[src/cio_regs.vh]
// constants for the configurable io port block
`ifndef CIO_REGS_VH
`define CIO_REGS_VH
// ----------------------------------------------------------------
// port indices
// ----------------------------------------------------------------
`define CIO_PORT_C      3'h0
`define CIO_PORT_F      3'h1
`define CIO_PORT_G      3'h2
`define CIO_PORT_J      3'h3
`define CIO_PORT_L      3'h4
// ----------------------------------------------------------------
// register select within a port
// ----------------------------------------------------------------
`define CIO_SEL_CFG     2'h0
`define CIO_SEL_DATA    2'h1
`define CIO_SEL_PIN     2'h2
// ----------------------------------------------------------------
// port g special bit positions
// ----------------------------------------------------------------
`define CIO_G_EXTERNAL_INTERRUPT_PIN      0
`define CIO_G_WDOG      1
`define CIO_G_TCAP      2
`define CIO_G_TIO       3
`define CIO_G_SO        4
`define CIO_G_SK        5
`define CIO_G_SI        6
`define CIO_G_OSC       7
// ----------------------------------------------------------------
// reset values
// ----------------------------------------------------------------
`define CIO_RST_CFG     8'h00
`define CIO_RST_DATA    8'h00
`define CIO_RST_J_CFG   8'hff
`define CIO_RST_J_DATA  8'hff
`endif

[src/cio_bit_sync.v]
// three-stage input synchroniser with agreement filter
`timescale 1ns/1ps
`default_nettype none
module cio_bit_sync #(
  parameter WIDTH = 8
) (
  // clock and reset
  input  wire             clock,
  input  wire             resetn,
  // raw and filtered levels
  input  wire [WIDTH-1:0] async_in,
  output reg  [WIDTH-1:0] level_q
);
  reg [WIDTH-1:0] s1_q;
  reg [WIDTH-1:0] s2_q;
  reg [WIDTH-1:0] s3_q;
  // s1 only feeds s2; level changes once s2 and s3 agree
  always @(posedge clock) begin
    if (!resetn) begin
      s1_q    <= {WIDTH{1'b0}};
      s2_q    <= {WIDTH{1'b0}};
      s3_q    <= {WIDTH{1'b0}};
      level_q <= {WIDTH{1'b0}};
    end else begin
      s1_q    <= async_in;
      s2_q    <= s1_q;
      s3_q    <= s2_q;
      level_q <= (s2_q & s3_q) | (level_q & (s2_q | s3_q));
    end
  end
endmodule // cio_bit_sync
`default_nettype wire

[src/cio_ports.v]
// five 8-bit configurable io ports with port g special functions
`timescale 1ns/1ps
`default_nettype none
`include "cio_regs.vh"
module cio_ports #(
  parameter NPORT = 5
) (
  // clock and reset
  input  wire        clock,
  input  wire        resetn,
  // register access from the core
  input  wire [2:0]  reg_port,
  input  wire [1:0]  reg_sel,
  input  wire        reg_wr,
  input  wire [7:0]  reg_wdata,
  output reg  [7:0]  reg_rdata_q,
  // option and mode inputs
  input  wire        opt_watchdog_en,
  input  wire        opt_crystal,
  input  wire        opt_low_voltage,
  input  wire        bus_enable,
  // alternate function sources
  input  wire        watchdog_out,
  input  wire        osc_clock_out,
  input  wire        serial_out,
  input  wire        serial_out_en,
  input  wire        serial_shift_clock_out,
  input  wire        serial_shift_clock_oe,
  input  wire        timer_io_out,
  input  wire        timer_io_oe,
  input  wire        sda_drive_low,
  input  wire        scl_drive_low,
  // pins: c, f, g, j, l packed 8 bits each
  input  wire [39:0] pin_in,
  output reg  [39:0] pin_out_q,
  output reg  [39:0] pin_oe_q,
  output reg  [39:0] pin_pullup_q,
  // alternate function sinks
  output reg  [7:0]  portc_wake_in_q,
  output reg  [7:0]  portl_wake_in_q,
  output reg         serial_in_q,
  output reg         serial_shift_clock_in_q,
  output reg         timer_io_pin_q,
  output reg         timer_capture_pin_q,
  output reg         external_interrupt_pin_q,
  output reg         sda_in_q,
  output reg         scl_in_q,
  output reg         low_voltage_input_select_q,
  output reg         alt_shift_phase_q,
  output reg         halt_restart_delay_enable_q,
  output reg         halt_req_q,
  output reg         idle_req_q,
  output reg         halt_release_q
);
  // ----------------------------------------------------------------
  // registers
  // ----------------------------------------------------------------
  wire [8*NPORT-1:0] cfg_all;
  wire [8*NPORT-1:0] data_all;
  wire [39:0] pin_lvl;
  reg         g7_prev_q;
  reg  [39:0] oe_d;
  reg  [39:0] out_d;
  reg  [39:0] pu_d;
  reg  [7:0]  rd_d;
  wire [7:0]  g_lvl;
  genvar      gi;

  // pin levels go through the three-flop filter
  cio_bit_sync #(.WIDTH(40)) u_sync (
    .clock    (clock),
    .resetn   (resetn),
    .async_in (pin_in),
    .level_q  (pin_lvl)
  );
  assign g_lvl = pin_lvl[8*`CIO_PORT_G +: 8];

  // ----------------------------------------------------------------
  // config and data registers per port
  // ----------------------------------------------------------------
  generate
    for (gi = 0; gi < NPORT; gi = gi + 1) begin : g_port
      reg [7:0] cfg_q;
      reg [7:0] data_q;
      // port j resets to driven high, all others hi-z
      always @(posedge clock) begin
        if (!resetn) begin
          cfg_q  <= (gi == `CIO_PORT_J) ? `CIO_RST_J_CFG  : `CIO_RST_CFG;
          data_q <= (gi == `CIO_PORT_J) ? `CIO_RST_J_DATA : `CIO_RST_DATA;
        end else if (reg_wr && reg_port == gi) begin
          if (reg_sel == `CIO_SEL_CFG)
            cfg_q <= reg_wdata;
          if (reg_sel == `CIO_SEL_DATA)
            data_q <= reg_wdata;
        end
      end
      // each port owns its flops, so every register has a single driver
      assign cfg_all[8*gi +: 8]  = cfg_q;
      assign data_all[8*gi +: 8] = data_q;
    end
  endgenerate

  // ----------------------------------------------------------------
  // pad control decode
  // ----------------------------------------------------------------
  // generic decode first, then port g and port l overrides
  integer i;
  always @* begin
    oe_d  = 40'h0;
    out_d = 40'h0;
    pu_d  = 40'h0;
    for (i = 0; i < 40; i = i + 1) begin
      oe_d[i]  = cfg_all[i];
      out_d[i] = cfg_all[i] & data_all[i];
      pu_d[i]  = ~cfg_all[i] & data_all[i];
    end
    // serial output and shift clock, timer io take the pin when active
    if (serial_out_en) begin
      oe_d[8*`CIO_PORT_G+`CIO_G_SO]  = 1'b1;
      out_d[8*`CIO_PORT_G+`CIO_G_SO] = serial_out;
    end
    if (serial_shift_clock_oe) begin
      oe_d[8*`CIO_PORT_G+`CIO_G_SK]  = 1'b1;
      out_d[8*`CIO_PORT_G+`CIO_G_SK] = serial_shift_clock_out;
    end
    if (timer_io_oe) begin
      oe_d[8*`CIO_PORT_G+`CIO_G_TIO]  = 1'b1;
      out_d[8*`CIO_PORT_G+`CIO_G_TIO] = timer_io_out;
    end
    // watchdog owns g1; pull-up high, drives only its low level
    if (opt_watchdog_en) begin
      oe_d[8*`CIO_PORT_G+`CIO_G_WDOG]  = ~watchdog_out;
      out_d[8*`CIO_PORT_G+`CIO_G_WDOG] = 1'b0;
      pu_d[8*`CIO_PORT_G+`CIO_G_WDOG]  = 1'b1;
    end
    // g6 never drives; its bits are mode controls
    oe_d[8*`CIO_PORT_G+`CIO_G_SI]  = 1'b0;
    out_d[8*`CIO_PORT_G+`CIO_G_SI] = 1'b0;
    pu_d[8*`CIO_PORT_G+`CIO_G_SI]  = 1'b0;
    // g7 is oscillator output with a crystal, else hi-z input
    oe_d[8*`CIO_PORT_G+`CIO_G_OSC]  = opt_crystal;
    out_d[8*`CIO_PORT_G+`CIO_G_OSC] = opt_crystal & osc_clock_out;
    pu_d[8*`CIO_PORT_G+`CIO_G_OSC]  = 1'b0;
    // open-drain bus lines on l0/l1 while the bus is enabled
    if (bus_enable) begin
      oe_d[8*`CIO_PORT_L+0]  = sda_drive_low;
      out_d[8*`CIO_PORT_L+0] = 1'b0;
      pu_d[8*`CIO_PORT_L+0]  = 1'b0;
      oe_d[8*`CIO_PORT_L+1]  = scl_drive_low;
      out_d[8*`CIO_PORT_L+1] = 1'b0;
      pu_d[8*`CIO_PORT_L+1]  = 1'b0;
    end
  end

  // ----------------------------------------------------------------
  // read mux
  // ----------------------------------------------------------------
  // unused port numbers and selects read zero
  always @* begin
    rd_d = 8'h00;
    if (reg_port < NPORT) begin
      case (reg_sel)
        `CIO_SEL_CFG:  rd_d = cfg_all[8*reg_port +: 8];
        `CIO_SEL_DATA: rd_d = data_all[8*reg_port +: 8];
        `CIO_SEL_PIN:  rd_d = pin_lvl[8*reg_port +: 8];
        default:       rd_d = 8'h00;
      endcase
      if (reg_port == `CIO_PORT_G && reg_sel == `CIO_SEL_DATA)
        rd_d = {2'b00, data_all[8*`CIO_PORT_G +: 6]};
    end
  end

  // ----------------------------------------------------------------
  // registered outputs
  // ----------------------------------------------------------------
  // everything leaves via a flop; adds one cycle of latency to pads
  always @(posedge clock) begin
    if (!resetn) begin
      reg_rdata_q                 <= 8'h00;
      pin_oe_q                    <= {8'h00, `CIO_RST_J_CFG, 24'h0};
      pin_out_q                   <= {8'h00, `CIO_RST_J_DATA, 24'h0};
      pin_pullup_q                <= 40'h0;
      portc_wake_in_q             <= 8'h00;
      portl_wake_in_q             <= 8'h00;
      serial_in_q                 <= 1'b0;
      serial_shift_clock_in_q     <= 1'b0;
      timer_io_pin_q              <= 1'b0;
      timer_capture_pin_q         <= 1'b0;
      external_interrupt_pin_q    <= 1'b0;
      sda_in_q                    <= 1'b0;
      scl_in_q                    <= 1'b0;
      low_voltage_input_select_q  <= 1'b0;
      alt_shift_phase_q           <= 1'b0;
      halt_restart_delay_enable_q <= 1'b0;
      halt_req_q                  <= 1'b0;
      idle_req_q                  <= 1'b0;
      halt_release_q              <= 1'b0;
      g7_prev_q                   <= 1'b1; // a pin idling high still gives one rise, as the filtered g7 level resets low
    end else begin
      reg_rdata_q  <= rd_d;
      pin_oe_q     <= oe_d;
      pin_out_q    <= out_d;
      pin_pullup_q <= pu_d;
      // port c wake-up gating belongs to software via its enable
      portc_wake_in_q <= pin_lvl[8*`CIO_PORT_C +: 8];
      portl_wake_in_q <= pin_lvl[8*`CIO_PORT_L +: 8];
      sda_in_q        <= pin_lvl[8*`CIO_PORT_L+0];
      scl_in_q        <= pin_lvl[8*`CIO_PORT_L+1];
      // alternate inputs from port g
      serial_in_q              <= g_lvl[`CIO_G_SI];
      serial_shift_clock_in_q  <= g_lvl[`CIO_G_SK];
      timer_io_pin_q           <= g_lvl[`CIO_G_TIO];
      timer_capture_pin_q      <= g_lvl[`CIO_G_TCAP];
      external_interrupt_pin_q <= g_lvl[`CIO_G_EXTERNAL_INTERRUPT_PIN];
      low_voltage_input_select_q <= opt_low_voltage & bus_enable;
      alt_shift_phase_q <= cfg_all[8*`CIO_PORT_G+`CIO_G_SI];
      halt_restart_delay_enable_q <= cfg_all[8*`CIO_PORT_G+`CIO_G_OSC] & ~opt_crystal;
      // one-cycle requests on a write of one
      halt_req_q <= reg_wr && reg_port == `CIO_PORT_G && reg_sel == `CIO_SEL_DATA && reg_wdata[`CIO_G_OSC];
      idle_req_q <= reg_wr && reg_port == `CIO_PORT_G && reg_sel == `CIO_SEL_DATA && reg_wdata[`CIO_G_SI];
      // rising g7 releases halt, only without the crystal
      g7_prev_q      <= g_lvl[`CIO_G_OSC];
      halt_release_q <= ~opt_crystal & g_lvl[`CIO_G_OSC] & ~g7_prev_q;
    end
  end
endmodule // cio_ports
`default_nettype wire

[config.mk]
export PLATFORM = sky130hd
export DESIGN_NAME = cio_ports
export DESIGN_NICKNAME = d
export VERILOG_FILES = /design/src/cio_bit_sync.v /design/src/cio_ports.v
export VERILOG_INCLUDE_DIRS = /design/src
export SDC_FILE = /design/constraint.sdc
export NUM_CORES = 1
export LEC_CHECK = 0
export BUFFER_PORTS_ARGS = -buffer_cell sky130_fd_sc_hd__buf_4
export CORE_UTILIZATION = 50
export DETAILED_ROUTE_END_ITERATION = 16
export PLACE_DENSITY_LB_ADDON = 0.05
export SETUP_SLACK_MARGIN = 0.5
export SYNTH_ARGS = -nofsm -noshare
export SYNTH_HDL_FRONTEND = slang
export SYNTH_HIERARCHICAL = 1
export SYNTH_SLANG_ARGS = --single-unit
export TNS_END_PERCENT = 1
[constraint.sdc]
create_clock -name clock -period 1.3 [get_ports clock]
set_input_delay 0.195 -clock clock [delete_from_list [all_inputs] [get_ports clock]]
set_output_delay 0.195 -clock clock [all_outputs]
set_load 0.01 [all_outputs]
==> impl_metrics.yaml <==
clock_network:
  cts_sinks: 392
  cts_root_buf: "clkbuf_16"
  cts_buffers: 40
  cts_max_level: 2
  cts_tree: "built"
  clockBufferDepth: 3
  worstSkewPairLatency_ps: 530
  clk_pin_slew_ps: 60
finish:
  diodes: 0
  final_cell_mix: "dfxtp_1, buf_4, and2_1, nand2_1, o21ai_0"
  num-fill-cells: 2004
  final_common_cell: "dfxtp_1"
  finish.instance_area_um2: 17980
  nets: 1684
  syn_to_final_growth_pct: 35.74
  drive_above_1_share: 0.2948
  stdcell_count: 1977
hold_path:
  min_path_type: "in2reg"
  hold-path-cell-count: 3
  holdPathEnd: "g_port[2].cfg_q[5]"
  hp-start: "reg_wdata[5]"
synthesis:
  netlist.top_cell.by_area: "dfxtp_1"
  yosysUniqueCellTypes: 52
  synth_ff_type: "dfxtp_1"
  synth-edff-count: 0
  postSynthCellCount: 1262
  synthesis.area_um2: 13250
  ys_ff_latch: 392
  async_reset_ff_frac: 0
  syn_avg_cell_area_um2: 10.50
  ys_seq_area_frac: 0.5924
  synthTopCellsByArea: "dfxtp_1, and2_1, nand2_1"
  yosysWarnings: 6
  yosysTopAreaCellShare: 0.5924
global_route:
  grt_max_degree: 114
  met1_usage: 0.3379
  met3_usage: 0.03616
  grt_pass1_wl_mm: 51.25
  met2_usage: 0.4039
  groute.usage.overall: 0.2486
  top_usage_layer: "met2"
  grt_pass1_vias: 9372
  overflow: 0
  antenna_found_initial: 0
place:
  hpwl_mm: 24.08
  dp.cells: 1846
  io_buffers: 222
  globalplace.congestion: 0.8973
  placed_cell_area_um2: 15920
pwr:
  swShare: 0.2150
  vdd_drop_max_mv: 1.203
  internal_power_w: 0.01985
  powerDensity_nw_per_um2: 1406
  p_comb_frac: 0.059
  p_sw_w: 0.005438
  leakagePower_nw: 7.981
  seqPwrFrac: 0.488
  clkPwrFrac: 0.453
critical_path:
  reg2reg_slack_ps: 60
  path_max_fanout: 2
  critPathMaxStageDelay_ps: 340
  cp-start-kind: "flip-flop"
  cp_slowest_cell: "dfxtp_2"
  rr_endpoint: "reg_rdata_q[3]"
  crit_chain: "mux2_4 > o22a_1 > o22ai_1 > o21ai_1"
  end_kind: "flip-flop"
  setup.worst_path.class: "reg2reg"
  timing.rr.start: "g_port[0].cfg_q[3]"
  arrival_ps: 1640
  cp.required_ps: 1700
  rr_worst_depth: 4
floorplan:
  die_x_um: 164.8
  start_util: 0.5084
  die_h_um: 164.8
  die-area_um2: 27150
  core_area_um2: 26060
  io_pins: 227
  num_rows: 59
drt:
  drc: 0
  drt_iter0_markers: 576
  vias: 9953
  wirelength_mm: 33.78
  wire_per_inst_um: 17.09
  firstDrtPassIters: 5
  avgViaCountPerCell: 5.034
  drtAntennaViolNets: 0
sta:
  fin_skew_ps: 23.12
  drv_slew: 0
  holdWs_ps: 12.34
  final_hold_viol_count: 0
  post-route-period-util: 0.9503
  relSlewSlack: 0.5109
  tightest_slew_ps: 733.7
  setup_viol: 0
  fmax_mhz: 809.5
  min_period_ps: 1235
  rsz0062_at_grt: "yes"
outcome:
  status: "finished, final reports clean"
flow_run:
  cap_viol_max_count: 0
[worst max-delay path by stage]
stage / endpoint / slack, ps / from / cells past startpoint
after floorplan: reg_rdata_q[2] / -40 / reg_sel[0] / 6
after global placement: g_port[2].data_q[4] / -380 / reg_sel[1] / 9
after detailed placement: g_port[2].data_q[3] / -420 / reg_sel[1] / 9
after CTS: reg_rdata_q[6] / 80 / reg_rdata_q[6] / 1
after global routing: reg_rdata_q[0] / 60 / u_sync/level_q[16] / 5
final: reg_rdata_q[3] / 60 / g_port[0].cfg_q[3] / 4
[flip-flops by register name (all words and copies together) (netlist names), 8 cells and up]
name             flops
g_port.cfg_q        40
g_port.data_q       40
u_sync/level_q      40
u_sync/s1_q         40
u_sync/s2_q         40
u_sync/s3_q         40
pin_oe_q            39
pin_out_q           39
pin_pullup_q        38
portc_wake_in_q      8
portl_wake_in_q      8
reg_rdata_q          8
[layer usage]
| metal | routed length (µm) | share of wire |
|---|---|---|
| met1 | 15600 | 0.46 |
| met4 | 885 | 0.026 |
| met3 | 1831 | 0.054 |
| met2 | 15470 | 0.46 |
| met5 | 0 | 0 |
[cells by family after synthesis]
| family | count (synthesis) | share of synthesized area |
|---|---|---|
| and+or+nand+nor | 481 | 0.1972 |
| DFF | 392 | 0.5924 |
| AOI/OAI and AO/OA | 229 | 0.1217 |
| buffers and inverters | 96 | 0.03570 |
| muxes | 59 | 0.04892 |
| adders and majority gates | 4 | 0.003778 |
| other | 1 | 0.0002831 |
[critical path, delay by kind of cell (launching register included)]
family          cells  cell delay [ps]
mux                 1              270
compound gates      3              500
flops               1              340
[through the flow]
step,TNS (ps),power (W),worst slack (ps),util
after floorplan,-549.6,0.01329,-40.68,-
after global placement,-16670,0.01390,-375.2,0.6110
after detailed placement,-18660,0.01392,-416.8,0.6110
after CTS,0,0.02546,81.19,0.6861
after global routing,0,0.02615,64.15,0.6901
final,0,0.02529,64.65,0.6901
[cell usage after synthesis (all sizes together) (11+ instances only)]
library cell	instances
nand3	11
mux2i	49
o211ai	12
inv	11
clkbuf	50
a22oi	26
nor2	47
a21oi	18
nand2	139
and3	31
o21ai	73
nor2b	51
buf	35
and2	167
a221oi	13
nand2b	12
dfxtp	392
a21boi	64
[area by class of cell]
| cell class | instances | area [µm²] | share of cell area |
|---|---|---|---|
| flip-flops and latches | 392 | 7881 | 0.4383 |
| multi-input cells | 777 | 5064 | 0.2816 |
| repair buffers | 388 | 3203 | 0.1781 |
| clock buffers | 56 | 1194 | 0.06638 |
| well taps | 335 | 419.2 | 0.02331 |
| clock inverters | 18 | 162.7 | 0.009045 |
| inverters | 11 | 58.81 | 0.003270 |
[power by group through the flow]
stage	clock [W]	sequential (W)	combinational, W
finish	0.0115	0.0123	0.00148
global route	0.0122	0.0124	0.00160
global placement	0	0.0126	0.00130
detailed placement	0	0.0126	0.00131
floorplan	0	0.0126	0.000706
CTS	0.0117	0.0123	0.00145
[repair_timing]
| action | in CTS | in global routing |
|---|---|---|
| endpoints found under the setup margin | 245 | 294 |
| hold buffers | 54 | 0 |
| gates resized for setup | 20 | 23 |
| hold endpoints to repair | 58 | 0 |
| buffers inserted | 1 | 1 |
| gates cloned | 0 | 1 |
| pin swaps | 3 | 8 |
(Power assumes the default switching activity.)
